**src/core/i2cmd_pkg.sv**
```systemverilog
// Constants and types shared by the two-wire master sequencer
package i2cmd_pkg;
	// Register byte offsets
	localparam logic [11:0] OFS_BEGIN_RX  = 12'h000;
	localparam logic [11:0] OFS_BEGIN_TX  = 12'h008;
	localparam logic [11:0] OFS_HALT      = 12'h014;
	localparam logic [11:0] OFS_PAUSE     = 12'h01C;
	localparam logic [11:0] OFS_CONTINUE  = 12'h020;
	localparam logic [11:0] OFS_EV_FIRST  = 12'h104;
	localparam logic [11:0] OFS_HALTED    = 12'h104;
	localparam logic [11:0] OFS_FAULT     = 12'h124;
	localparam logic [11:0] OFS_PAUSED    = 12'h148;
	localparam logic [11:0] OFS_RX_BEGUN  = 12'h14C;
	localparam logic [11:0] OFS_TX_BEGUN  = 12'h150;
	localparam logic [11:0] OFS_FINAL_RX  = 12'h15C;
	localparam logic [11:0] OFS_FINAL_TX  = 12'h160;
	localparam logic [11:0] OFS_LINKS     = 12'h200;
	localparam logic [11:0] OFS_IRQ_MASK  = 12'h300;
	localparam logic [11:0] OFS_IRQ_SET   = 12'h304;
	localparam logic [11:0] OFS_IRQ_CLR   = 12'h308;
	localparam logic [11:0] OFS_FAULT_SRC = 12'h4C4;
	localparam logic [11:0] OFS_ENABLE    = 12'h500;
	localparam logic [11:0] OFS_SCL_SEL   = 12'h508;
	localparam logic [11:0] OFS_SDA_SEL   = 12'h50C;
	localparam logic [11:0] OFS_RATE      = 12'h524;
	localparam logic [11:0] OFS_RX_PTR    = 12'h534;
	localparam logic [11:0] OFS_RX_LIMIT  = 12'h538;
	localparam logic [11:0] OFS_RX_MOVED  = 12'h53C;
	localparam logic [11:0] OFS_RX_LIST   = 12'h540;
	localparam logic [11:0] OFS_TX_PTR    = 12'h544;
	localparam logic [11:0] OFS_TX_LIMIT  = 12'h548;
	localparam logic [11:0] OFS_TX_MOVED  = 12'h54C;
	localparam logic [11:0] OFS_TX_LIST   = 12'h550;
	localparam logic [11:0] OFS_SLAVE     = 12'h588;
	// Event indices inside the event vector
	localparam int EV_HALTED = 0;
	localparam int EV_FAULT  = 1;
	localparam int EV_PAUSED = 2;
	localparam int EV_RXBEG  = 3;
	localparam int EV_TXBEG  = 4;
	localparam int EV_FINRX  = 5;
	localparam int EV_FINTX  = 6;
	localparam int EV_NUM    = 7;
	// Interrupt mask bit position of each event, in event index order
	localparam int IRQ_BIT [EV_NUM] = '{1, 9, 18, 19, 20, 23, 24};
	// Event-to-task link bits
	localparam int LNK_FTX_RX   = 7;
	localparam int LNK_FTX_PAUS = 8;
	localparam int LNK_FTX_HALT = 9;
	localparam int LNK_FRX_TX   = 10;
	localparam int LNK_FRX_PAUS = 11;
	localparam int LNK_FRX_HALT = 12;
	// Fault cause bits
	localparam int FC_ADDR_NACK = 1;
	localparam int FC_DATA_NACK = 2;
	// Bus bit levels and rate codes
	localparam logic DIR_WRITE = 1'b0;
	localparam logic DIR_READ  = 1'b1;
	localparam logic BIT_ACK   = 1'b0;
	localparam logic BIT_NACK  = 1'b1;
	localparam logic [1:0] RATE_K100 = 2'h0;
	localparam logic [1:0] RATE_K250 = 2'h1;
	localparam logic [1:0] RATE_K400 = 2'h2;
	// Timing: clock and bit rates, quarter-bit counts rounded up
	localparam int SYS_CLK_HZ = 100000000;
	localparam int RATE_100_BPS = 100000;
	localparam int RATE_250_BPS = 250000;
	localparam int RATE_400_BPS = 400000;
	localparam int Q100 = (SYS_CLK_HZ + 4 * RATE_100_BPS - 1) / (4 * RATE_100_BPS);
	localparam int Q250 = (SYS_CLK_HZ + 4 * RATE_250_BPS - 1) / (4 * RATE_250_BPS);
	localparam int Q400 = (SYS_CLK_HZ + 4 * RATE_400_BPS - 1) / (4 * RATE_400_BPS);
	localparam int CNT_W = 16;
	// Sequencer states and bit segments
	typedef enum logic [2:0] {ST_IDLE, ST_START, ST_BIT, ST_HOLD, ST_STOP} i2cmd_state_type;
	typedef enum logic [2:0] {SG_ADDR, SG_AACK, SG_TXD, SG_TACK, SG_RXD, SG_RACK} i2cmd_seg_type;
endpackage

```
**src/core/i2cmd_two_wire_master.sv**
```systemverilog
// Two-wire master with RAM buffer sequencing and an Avalon-MM register slave
//
// Register access over Avalon-MM was chosen for this implementation.
`timescale 1ns/10ps
`default_nettype none
module i2cmd_two_wire_master (
	// Clock and reset
	input  wire logic        sys_clk,
	input  wire logic        sys_rst,
	// Avalon-MM register slave
	input  wire logic [11:0] avs_address,
	input  wire logic        avs_read,
	input  wire logic        avs_write,
	input  wire logic [31:0] avs_writedata,
	output logic      [31:0] avs_readdata,
	output logic             avs_waitrequest,
	// RAM buffer port, read data valid one cycle after ram_rd
	output logic             ram_rd,
	output logic             ram_wr,
	output logic      [31:0] ram_addr,
	output logic      [7:0]  ram_wdata,
	input  wire logic [7:0]  ram_rdata,
	// Two-wire pins, open drain
	input  wire logic        scl_i,
	output logic             scl_o,
	output logic             scl_oe,
	input  wire logic        sda_i,
	output logic             sda_o,
	output logic             sda_oe,
	// Pin routing and interrupt
	output logic      [31:0] scl_pin_sel,
	output logic      [31:0] sda_pin_sel,
	output logic             pin_route_en,
	output logic             irq
);
	typedef struct packed {
		logic                   scl_m, scl_s, sda_m, sda_s;
		logic                   ack;
		logic [31:0]            rdata;
		logic [7:0]             div;
		i2cmd_pkg::i2cmd_state_type st;
		i2cmd_pkg::i2cmd_seg_type   seg, cont_seg;
		logic [1:0]             q;
		logic [2:0]             bitn;
		logic [7:0]             sh;
		logic                   ackin, rnack, load;
		logic                   scl_low, sda_low;
		logic                   dir_rx, susp, susp_pend, stop_pend, start_pend, start_rx, cont;
		logic [31:0]            tx_ptr, rx_ptr, addr;
		logic [i2cmd_pkg::CNT_W-1:0] tx_lim, rx_lim, lim, cnt, tx_amt, rx_amt;
		logic [1:0]             rx_list, tx_list, rate;
		logic [12:0]            links;
		logic [31:0]            irq_mask;
		logic [i2cmd_pkg::EV_NUM-1:0] flags, ev;
		logic [2:0]             fault;
		logic                   enable;
		logic [31:0]            scl_sel, sda_sel;
		logic [6:0]             slave;
		logic                   ram_rd, ram_wr;
		logic [31:0]            ram_addr;
		logic [7:0]             ram_wdata;
	} i2cmd_regs_type;

	i2cmd_regs_type s, n;
	logic wr_ok, tick, t_rx, t_tx, t_halt, t_pause, t_cont;
	logic [7:0] qmax;
	logic [31:0] pend;
	logic [i2cmd_pkg::CNT_W-1:0] cnt1;

	// Bus handshake: one wait cycle, then the answer
	assign avs_waitrequest = (avs_read | avs_write) & ~s.ack;
	assign wr_ok = avs_write & s.ack;
	// Task pulses from software writes and event links
	assign t_rx = (wr_ok && avs_address == i2cmd_pkg::OFS_BEGIN_RX && avs_writedata[0])
		| (s.ev[i2cmd_pkg::EV_FINTX] & s.links[i2cmd_pkg::LNK_FTX_RX]);
	assign t_tx = (wr_ok && avs_address == i2cmd_pkg::OFS_BEGIN_TX && avs_writedata[0])
		| (s.ev[i2cmd_pkg::EV_FINRX] & s.links[i2cmd_pkg::LNK_FRX_TX]);
	assign t_halt = (wr_ok && avs_address == i2cmd_pkg::OFS_HALT && avs_writedata[0])
		| (s.ev[i2cmd_pkg::EV_FINTX] & s.links[i2cmd_pkg::LNK_FTX_HALT])
		| (s.ev[i2cmd_pkg::EV_FINRX] & s.links[i2cmd_pkg::LNK_FRX_HALT]);
	assign t_pause = (wr_ok && avs_address == i2cmd_pkg::OFS_PAUSE && avs_writedata[0])
		| (s.ev[i2cmd_pkg::EV_FINTX] & s.links[i2cmd_pkg::LNK_FTX_PAUS])
		| (s.ev[i2cmd_pkg::EV_FINRX] & s.links[i2cmd_pkg::LNK_FRX_PAUS]);
	assign t_cont = wr_ok && avs_address == i2cmd_pkg::OFS_CONTINUE && avs_writedata[0];
	// Quarter-bit length from the selected rate
	assign qmax = (s.rate == i2cmd_pkg::RATE_K250) ? 8'(i2cmd_pkg::Q250 - 1) :
		(s.rate == i2cmd_pkg::RATE_K400) ? 8'(i2cmd_pkg::Q400 - 1) :
		8'(i2cmd_pkg::Q100 - 1);
	assign tick = (s.div == qmax);
	assign cnt1 = s.cnt + 1'b1;

	// Pending interrupt sources and outputs
	always_comb begin
		pend = '0;
		for (int i = 0; i < i2cmd_pkg::EV_NUM; i++) begin
			pend[i2cmd_pkg::IRQ_BIT[i]] = s.flags[i];
		end
	end
	assign irq = |(pend & s.irq_mask);
	assign avs_readdata = s.rdata;
	assign scl_o = 1'b0;
	assign sda_o = 1'b0;
	assign scl_oe = s.enable & s.scl_low;
	assign sda_oe = s.enable & s.sda_low;
	assign scl_pin_sel = s.scl_sel;
	assign sda_pin_sel = s.sda_sel;
	assign pin_route_en = s.enable;
	assign ram_rd = s.ram_rd;
	assign ram_wr = s.ram_wr;
	assign ram_addr = s.ram_addr;
	assign ram_wdata = s.ram_wdata;

	// Next-state logic for bus slave, tasks and the bit sequencer
	always_comb begin
		n = s;
		n.scl_m = scl_i;
		n.scl_s = s.scl_m;
		n.sda_m = sda_i;
		n.sda_s = s.sda_m;
		n.ack = (avs_read | avs_write) & ~s.ack;
		n.div = tick ? 8'h00 : s.div + 8'h01;
		n.ev = '0;
		n.ram_rd = 1'b0;
		n.ram_wr = 1'b0;
		n.load = s.ram_rd;
		if (s.load) begin
			n.sh = ram_rdata;
		end
		// Register reads
		if (avs_read & ~s.ack) begin
			n.rdata = 32'h00000000;
			unique case (avs_address)
				i2cmd_pkg::OFS_HALTED:    n.rdata[0] = s.flags[i2cmd_pkg::EV_HALTED];
				i2cmd_pkg::OFS_FAULT:     n.rdata[0] = s.flags[i2cmd_pkg::EV_FAULT];
				i2cmd_pkg::OFS_PAUSED:    n.rdata[0] = s.flags[i2cmd_pkg::EV_PAUSED];
				i2cmd_pkg::OFS_RX_BEGUN:  n.rdata[0] = s.flags[i2cmd_pkg::EV_RXBEG];
				i2cmd_pkg::OFS_TX_BEGUN:  n.rdata[0] = s.flags[i2cmd_pkg::EV_TXBEG];
				i2cmd_pkg::OFS_FINAL_RX:  n.rdata[0] = s.flags[i2cmd_pkg::EV_FINRX];
				i2cmd_pkg::OFS_FINAL_TX:  n.rdata[0] = s.flags[i2cmd_pkg::EV_FINTX];
				i2cmd_pkg::OFS_LINKS:     n.rdata[12:0] = s.links;
				i2cmd_pkg::OFS_IRQ_MASK,
				i2cmd_pkg::OFS_IRQ_SET,
				i2cmd_pkg::OFS_IRQ_CLR:   n.rdata = s.irq_mask;
				i2cmd_pkg::OFS_FAULT_SRC: n.rdata[2:0] = s.fault;
				i2cmd_pkg::OFS_ENABLE:    n.rdata[0] = s.enable;
				i2cmd_pkg::OFS_SCL_SEL:   n.rdata = s.scl_sel;
				i2cmd_pkg::OFS_SDA_SEL:   n.rdata = s.sda_sel;
				i2cmd_pkg::OFS_RATE:      n.rdata[1:0] = s.rate;
				i2cmd_pkg::OFS_RX_PTR:    n.rdata = s.rx_ptr;
				i2cmd_pkg::OFS_RX_LIMIT:  n.rdata[15:0] = s.rx_lim;
				i2cmd_pkg::OFS_RX_MOVED:  n.rdata[15:0] = s.rx_amt;
				i2cmd_pkg::OFS_RX_LIST:   n.rdata[1:0] = s.rx_list;
				i2cmd_pkg::OFS_TX_PTR:    n.rdata = s.tx_ptr;
				i2cmd_pkg::OFS_TX_LIMIT:  n.rdata[15:0] = s.tx_lim;
				i2cmd_pkg::OFS_TX_MOVED:  n.rdata[15:0] = s.tx_amt;
				i2cmd_pkg::OFS_TX_LIST:   n.rdata[1:0] = s.tx_list;
				i2cmd_pkg::OFS_SLAVE:     n.rdata[6:0] = s.slave;
				default:                  n.rdata = 32'h00000000;
			endcase
		end
		// Register writes; flags take the written value, fresh events win below
		if (wr_ok) begin
			unique case (avs_address)
				i2cmd_pkg::OFS_HALTED:    n.flags[i2cmd_pkg::EV_HALTED] = avs_writedata[0];
				i2cmd_pkg::OFS_FAULT:     n.flags[i2cmd_pkg::EV_FAULT] = avs_writedata[0];
				i2cmd_pkg::OFS_PAUSED:    n.flags[i2cmd_pkg::EV_PAUSED] = avs_writedata[0];
				i2cmd_pkg::OFS_RX_BEGUN:  n.flags[i2cmd_pkg::EV_RXBEG] = avs_writedata[0];
				i2cmd_pkg::OFS_TX_BEGUN:  n.flags[i2cmd_pkg::EV_TXBEG] = avs_writedata[0];
				i2cmd_pkg::OFS_FINAL_RX:  n.flags[i2cmd_pkg::EV_FINRX] = avs_writedata[0];
				i2cmd_pkg::OFS_FINAL_TX:  n.flags[i2cmd_pkg::EV_FINTX] = avs_writedata[0];
				i2cmd_pkg::OFS_LINKS:     n.links = avs_writedata[12:0];
				i2cmd_pkg::OFS_IRQ_MASK:  n.irq_mask = avs_writedata;
				i2cmd_pkg::OFS_IRQ_SET:   n.irq_mask = s.irq_mask | avs_writedata;
				i2cmd_pkg::OFS_IRQ_CLR:   n.irq_mask = s.irq_mask & ~avs_writedata;
				i2cmd_pkg::OFS_FAULT_SRC: n.fault = s.fault & ~avs_writedata[2:0];
				i2cmd_pkg::OFS_ENABLE:    n.enable = avs_writedata[0];
				i2cmd_pkg::OFS_SCL_SEL:   n.scl_sel = avs_writedata;
				i2cmd_pkg::OFS_SDA_SEL:   n.sda_sel = avs_writedata;
				i2cmd_pkg::OFS_RATE:      n.rate = avs_writedata[1:0];
				i2cmd_pkg::OFS_RX_PTR:    n.rx_ptr = avs_writedata;
				i2cmd_pkg::OFS_RX_LIMIT:  n.rx_lim = avs_writedata[15:0];
				i2cmd_pkg::OFS_RX_LIST:   n.rx_list = avs_writedata[1:0];
				i2cmd_pkg::OFS_TX_PTR:    n.tx_ptr = avs_writedata;
				i2cmd_pkg::OFS_TX_LIMIT:  n.tx_lim = avs_writedata[15:0];
				i2cmd_pkg::OFS_TX_LIST:   n.tx_list = avs_writedata[1:0];
				i2cmd_pkg::OFS_SLAVE:     n.slave = avs_writedata[6:0];
				default: ;
			endcase
		end
		// Tasks that latch a request; halt in ST_IDLE, pause in ST_HOLD and continue act at once
		if (t_halt && !s.susp) begin
			if (s.st == i2cmd_pkg::ST_IDLE) begin
				n.ev[i2cmd_pkg::EV_HALTED] = 1'b1;
			end else begin
				n.stop_pend = 1'b1;
			end
		end
		if (t_pause && s.st != i2cmd_pkg::ST_IDLE) begin
			if (s.st == i2cmd_pkg::ST_HOLD) begin
				n.susp = 1'b1;
				n.ev[i2cmd_pkg::EV_PAUSED] = !s.susp;
			end else begin
				n.susp_pend = 1'b1;
			end
		end
		if (t_cont) begin
			n.susp = 1'b0;
			n.susp_pend = 1'b0;
		end
		if ((t_rx | t_tx) && s.st != i2cmd_pkg::ST_IDLE) begin
			n.start_pend = 1'b1;
			n.start_rx = t_rx;
		end
		// Sequencer
		unique case (s.st)
			i2cmd_pkg::ST_IDLE: begin
				n.scl_low = 1'b0;
				n.sda_low = 1'b0;
				if ((t_rx | t_tx) && s.enable) begin
					n.st = i2cmd_pkg::ST_START;
					n.q = 2'h0;
					n.start_rx = t_rx;
					n.start_pend = 1'b1;
				end
			end
			i2cmd_pkg::ST_START: if (tick) begin
				unique case (s.q)
					2'h0: begin
						n.sda_low = 1'b0;
						n.q = 2'h1;
						n.start_pend = 1'b0;
						n.dir_rx = s.start_rx;
						n.cnt = '0;
						n.addr = s.start_rx ? s.rx_ptr : s.tx_ptr;
						n.lim = s.start_rx ? s.rx_lim : s.tx_lim;
						if (s.start_rx) begin
							n.rx_amt = '0;
							n.ev[i2cmd_pkg::EV_RXBEG] = 1'b1;
						end else begin
							n.tx_amt = '0;
							n.ev[i2cmd_pkg::EV_TXBEG] = 1'b1;
						end
					end
					2'h1: begin
						n.scl_low = 1'b0;
						n.q = 2'h2;
					end
					2'h2: if (s.scl_s) begin
						n.sda_low = 1'b1;
						n.q = 2'h3;
					end
					2'h3: begin
						n.st = i2cmd_pkg::ST_BIT;
						n.seg = i2cmd_pkg::SG_ADDR;
						n.sh = {s.slave, s.dir_rx};
						n.bitn = 3'h7;
						n.q = 2'h0;
					end
				endcase
			end
			i2cmd_pkg::ST_BIT: if (tick) begin
				unique case (s.q)
					2'h0: begin
						n.scl_low = 1'b1;
						n.q = 2'h1;
					end
					2'h1: begin
						n.scl_low = 1'b0;
						n.q = 2'h2;
					end
					2'h2: if (s.scl_s) begin
						n.q = 2'h3;
						n.ackin = s.sda_s;
						if (s.seg == i2cmd_pkg::SG_RXD) begin
							n.sh = {s.sh[6:0], s.sda_s};
						end
					end
					2'h3: begin
						n.q = 2'h0;
						if ((s.seg == i2cmd_pkg::SG_ADDR || s.seg == i2cmd_pkg::SG_TXD ||
							s.seg == i2cmd_pkg::SG_RXD) && s.bitn != 3'h0) begin
							n.bitn = s.bitn - 3'h1;
							if (s.seg != i2cmd_pkg::SG_RXD) begin
								n.sh = {s.sh[6:0], 1'b0};
							end
						end else begin
							n.bitn = 3'h7;
							unique case (s.seg)
								i2cmd_pkg::SG_ADDR: n.seg = i2cmd_pkg::SG_AACK;
								i2cmd_pkg::SG_TXD:  n.seg = i2cmd_pkg::SG_TACK;
								i2cmd_pkg::SG_RXD: begin
									n.seg = i2cmd_pkg::SG_RACK;
									n.cnt = cnt1;
									n.rx_amt = cnt1;
									n.ram_wr = 1'b1;
									n.ram_addr = s.addr;
									n.ram_wdata = s.sh;
									n.addr = s.addr + 32'h1;
									n.rnack = (cnt1 == s.lim) | s.stop_pend;
								end
								default: begin
									// Byte boundary after an acknowledge bit
									n.cont = 1'b0;
									n.st = i2cmd_pkg::ST_HOLD;
									if ((s.seg != i2cmd_pkg::SG_RACK) &&
										s.ackin == i2cmd_pkg::BIT_NACK) begin
										n.ev[i2cmd_pkg::EV_FAULT] = 1'b1;
										if (s.seg == i2cmd_pkg::SG_AACK) begin
											n.fault[i2cmd_pkg::FC_ADDR_NACK] = 1'b1;
										end else begin
											n.fault[i2cmd_pkg::FC_DATA_NACK] = 1'b1;
										end
									end else if (s.seg == i2cmd_pkg::SG_RACK) begin
										n.cont = !s.rnack;
										n.cont_seg = i2cmd_pkg::SG_RXD;
										n.ev[i2cmd_pkg::EV_FINRX] = !s.rnack &&
											(cnt1 == s.lim);
									end else if (s.dir_rx) begin
										n.cont = (s.lim != '0);
										n.cont_seg = i2cmd_pkg::SG_RXD;
										n.ev[i2cmd_pkg::EV_FINRX] =
											(s.lim == 16'h0001);
									end else begin
										if (s.seg == i2cmd_pkg::SG_TACK) begin
											n.cnt = cnt1;
											n.tx_amt = cnt1;
										end
										if (n.cnt != s.lim) begin
											n.cont = 1'b1;
											n.cont_seg = i2cmd_pkg::SG_TXD;
											n.ram_rd = 1'b1;
											n.ram_addr = s.addr;
											n.addr = s.addr + 32'h1;
											n.ev[i2cmd_pkg::EV_FINTX] =
												(n.cnt + 1'b1 == s.lim);
										end
									end
									if (n.cont && !s.stop_pend && !s.start_pend &&
										!s.susp_pend) begin
										n.st = i2cmd_pkg::ST_BIT;
										n.seg = n.cont_seg;
									end else if (s.susp_pend && !s.stop_pend &&
										!s.start_pend) begin
										n.susp = 1'b1;
										n.scl_low = 1'b1;
										n.susp_pend = 1'b0;
										n.ev[i2cmd_pkg::EV_PAUSED] = 1'b1;
									end
								end
							endcase
						end
					end
				endcase
			end
			i2cmd_pkg::ST_HOLD: begin
				n.scl_low = 1'b1;
				if (tick && !n.susp) begin
					if (s.stop_pend) begin
						n.st = i2cmd_pkg::ST_STOP;
						n.q = 2'h0;
					end else if (s.start_pend) begin
						n.st = i2cmd_pkg::ST_START;
						n.q = 2'h0;
					end else if (s.cont) begin
						n.st = i2cmd_pkg::ST_BIT;
						n.seg = s.cont_seg;
						n.q = 2'h0;
					end
				end
			end
			i2cmd_pkg::ST_STOP: if (tick) begin
				unique case (s.q)
					2'h0: begin
						n.scl_low = 1'b1;
						n.sda_low = 1'b1;
						n.q = 2'h1;
					end
					2'h1: begin
						n.scl_low = 1'b0;
						n.q = 2'h2;
					end
					2'h2: if (s.scl_s) begin
						n.q = 2'h3;
					end
					2'h3: begin
						n.sda_low = 1'b0;
						n.st = i2cmd_pkg::ST_IDLE;
						n.stop_pend = 1'b0;
						n.start_pend = 1'b0;
						n.susp_pend = 1'b0;
						n.ev[i2cmd_pkg::EV_HALTED] = 1'b1;
					end
				endcase
			end
			default: n.st = i2cmd_pkg::ST_IDLE;
		endcase
		// Data moves one cycle after SCL falls, so it never changes beside a clock edge
		if (s.st == i2cmd_pkg::ST_BIT && s.q == 2'h1 && s.div == 8'h00) begin
			if (s.seg == i2cmd_pkg::SG_ADDR || s.seg == i2cmd_pkg::SG_TXD) begin
				n.sda_low = ~s.sh[7];
			end else if (s.seg == i2cmd_pkg::SG_RACK) begin
				n.sda_low = (s.rnack == i2cmd_pkg::BIT_ACK);
			end else begin
				n.sda_low = 1'b0;
			end
		end
		// Fresh events win over a software clear in the same cycle
		n.flags = n.flags | s.ev;
	end

	// State register
	always_ff @(posedge sys_clk or posedge sys_rst) begin
		if (sys_rst) begin
			s <= '0;
		end else begin
			s <= n;
		end
	end
endmodule
`default_nettype wire

```
**config.mk**
```make
export PLATFORM = sky130hd
export DESIGN_NAME = i2cmd_two_wire_master
export DESIGN_NICKNAME = d
export VERILOG_FILES = /design/src/core/i2cmd_pkg.sv /design/src/core/i2cmd_two_wire_master.sv
export SDC_FILE = /design/constraint.sdc
export NUM_CORES = 1
export LEC_CHECK = 0
export BUFFER_PORTS_ARGS = -buffer_cell sky130_fd_sc_hd__clkbuf_2
export CORE_AREA = 10 10 229 231
export CTS_CLUSTER_DIAMETER = 150
export DETAILED_ROUTE_END_ITERATION = 12
export DIE_AREA = 0 0 239 241
export GPL_ROUTABILITY_DRIVEN = 0
export HOLD_SLACK_MARGIN = 0.05
export PLACE_DENSITY = 0.7
export SETUP_SLACK_MARGIN = 0.05
export SLEW_MARGIN = 30
export SYNTH_ARGS = -nofsm -noshare
export SYNTH_HDL_FRONTEND = slang
export SYNTH_SLANG_ARGS = --single-unit
```
**constraint.sdc**
```tcl
create_clock -name sys_clk -period 22.5 [get_ports sys_clk]
set_clock_uncertainty 0.05 [all_clocks]
set_input_delay 4.5 -clock sys_clk [delete_from_list [all_inputs] [get_ports sys_clk]]
set_output_delay 4.5 -clock sys_clk [all_outputs]
set_load 0.005 [all_outputs]
```
==> metrics.yaml <==
status: "completed"
peakVddDrop_uv: 51.5
hold_viol: 0
worstSetupPathType: "in2out"
setup_violations: 0
cts_tree: "done"
multi_input_area_sq_mm: 0.0115
finalNonFillerCells: 3130
ff2ff_setup_slack_ns: 17.90
report.final.slew_viol_count: 0
hold_buffers: 0
die_h_microns: 241
track_usage_pct: 24.6
p_leak_nw: 12.7
worstPathCellList: "clkbuf_2 -> nor2_1 -> nor2_1 -> clkbuf_2"
cts_inserted_buffers: 50
min_to: "s[451]"
core-area_sq_mm: 0.0475
async_reset_ff_share_pct: 100
seq_area_frac_synth_pct: 46.2
cp-end-kind: "primary output"
crit_path_start_kind: "input pin"
cts_buffer_depth: 3
cap_violations: 0
synthTopCellsByArea: "dfrtp_1 46%, mux2_2 11%, nand2_1 5.4%"
tns_ns: 0
fmax_ghz: 0.106
hold_path_depth: 0
synth_top_area_share_pct: 46.2
worstPathArrival_ns: 4.90
cts-root-buf: "clkbuf_16"
grt_pass1_vias: 19200
grt_pass1_wl_microns: 112000
place_hpwl_microns: 50400
drtPass1Iterations: 7
io-pin-count: 203
grt_max_degree: 168
crit_slowest_cell: "clkbuf_2"
dpl_cell_area_sq_mm: 0.0250
tightest_slew_ns: 1.06
finalCriticalPeriod_ns: 9.45
antenna_found_initial: 1
fin_area_sq_mm: 0.0268
clk_latency_ns: 0.60
cts.sinks: 453
period_share_pct: 42.0
cts.clk_slew.worst_paths_ns: 0.05
p_per_area_mw_per_mm2: 65.9
register_area_sq_mm: 0.0113
placed_cells: 3036
maxSlewHeadroom_pct: 29.4
slowest_delay_ns: 0.14
vias: 19600
avgSynthCellArea_sq_um: 9.85
initial_core_util_pct: 51.6
port_buffers: 200
rows: 80
ys_types: 86
yosysWarnings: 0
grt-ovfl-total: 0
reg2reg_to: "s[278]"
die_area_sq_mm: 0.0576
final_layout_size_suffix_gt1_share_pct: 23.7
r2r-start: "s[176]"
area_delta_synth_final_pct: 9.40
synth_ff_type: "dfrtp_1"
synthCells: 2491
wl_per_cell_microns: 23.0
wl_microns: 72100
synth-seq-cells: 453
cts_setup_buffers: 0
vias_per_cell: 6.27
drc_errors: 0
die_width_microns: 239
drtAntennaViolNets: 0
ff2ff_path_depth: 10
drtIter0Drc: 2021
yosysTopAreaCell: "dfrtp_1"
cp_max_fo: 3
cts_resized: 0
htree_num_levels: 2
nFillCells: 3992
min-delay-start: "n[451]"
synth_edf_count: 0
synth_area_sq_mm: 0.0245
rsz0062_at_grt: "false"
hold_class: "reg2reg"
final_nets: 2547
cp_data_required_time_ns: 17.95
crit_start: "avs_write"
-- worst max-delay path: cells and delay by family --
kind          cells  cell delay (ns)
buf+inv           2             0.24
simple gates      2             0.16
-- cell families (layout without fill, tap and decap cells) --
| family | after synthesis | after routing | synth area share [%] |
|---|---|---|---|
| AOI/OAI and AO/OA | 553 | 553 | 14.2 |
| xor gates and xnor gates | 81 | 81 | 3.03 |
| adders and majority gates | 15 | 15 | 0.765 |
| buffers and inverters | 330 | 352 | 7.28 |
| DFF | 453 | 453 | 46.2 |
| muxes | 322 | 322 | 14.4 |
| other | 1 | 3 | 0.0153 |
| and+or+nand+nor | 736 | 736 | 14.1 |
-- registers in the layout (all words and copies together), names as in the netlist --
name,cells
avs_readdata,32
ram_wr,1
ram_rd,1
ram_wdata,8
pend,7
ram_addr,32
n,2
pin_route_en,1
s,305
scl_pin_sel,32
sda_pin_sel,32
-- stage by stage --
step                util [%]  power, mW  hold WS, ns  setup slack (ns)
floorplan                  -      0.871        0.281              5.32
global placement        52.5      0.893        0.286             13.05
detailed placement      52.6      0.894        0.289             13.06
CTS                     56.4       1.78        0.302             13.05
global route            56.5       1.82        0.314             12.98
finish                  56.5       1.77        0.301             13.05
-- cell type report --
type                       instances  share of cell area (%)
antenna                            1                 0.00932
multi-input combinational       1709                    43.0
clock buffer                      71                    5.51
clock inverter                    21                    1.20
tap                              615                    2.87
sequential                       453                    42.2
inverter                          31                   0.480
timing repair buffer             229                    4.72
-- layer usage --
metal	part of all wire, %	wire length (microns)	GRT usage [%]	up-vias
li1	-	-	-	8736
met1	40	28700	31.1	9764
met2	47	33700	39.8	924
met3	8.4	6040	4.90	187
met4	5.2	3720	12.7	0
met5	0	0	0	-
-- synth_stat cells (6+ instances only) --
cell	number
buf_1	13
o2111ai_1	6
o31ai_1	29
mux2i_1	71
nor2b_1	17
a31oi_1	28
or4_1	8
o21ai_0	185
or3_1	12
nand4_1	27
mux2_1	12
buf_2	13
mux2_2	239
a22oi_1	33
xnor2_1	45
and3_1	22
o22ai_1	12
nor4_1	24
ha_1	15
buf_4	140
a222oi_1	24
xor2_1	33
dfrtp_1	453
nor3_1	39
o21a_1	10
a21boi_0	6
inv_1	30
a221oi_1	19
a21o_1	11
and2_1	13
nor2_1	113
nand2_1	356
clkbuf_1	129
nand3_1	46
or2_2	9
nand2b_1	12
a21oi_1	135
-- cell usage in the layout, fill, tap and decap left out, types with 19 or more instances in the layout --
master and count:
a21oi_1 134, xor2_1 33, clkbuf_2 200, and3_1 22, dfrtp_1 452, clkbuf_16 50, o21ai_0 185, nor4_1 23
mux2_2 239, nor3_1 36, nor2_1 108, nand2_1 355, nand3_1 45, a222oi_1 24, a221oi_1 19, mux2i_1 71
inv_1 29, a31oi_1 27, xnor2_1 45, buf_4 24, o31ai_1 29, a22oi_1 33, nand4_1 27
-- how the worst max path moves through the flow --
stage                       to  slack [ns]  cells past startpoint
6_report       avs_waitrequest       13.05                      4
3_3_place_gp   avs_waitrequest       13.05                      4
5_1_grt        avs_waitrequest       12.98                      4
3_5_place_dp   avs_waitrequest       13.06                      4
4_1_cts        avs_waitrequest       13.05                      4
2_1_floorplan  avs_readdata[0]        5.32                      1
-- report_power, final --
part / total, mW / switching [mW] / internal, mW / leakage [nW]
Clock: 0.889 / 0.348 / 0.541 / 0.885
Combinational: 0.0567 / 0.0425 / 0.0142 / 5.58
Sequential: 0.823 / 0.00347 / 0.820 / 6.24
Total: 1.77 / 0.394 / 1.37 / 12.7
No activity file was read; power rests on OpenSTA's default activity.
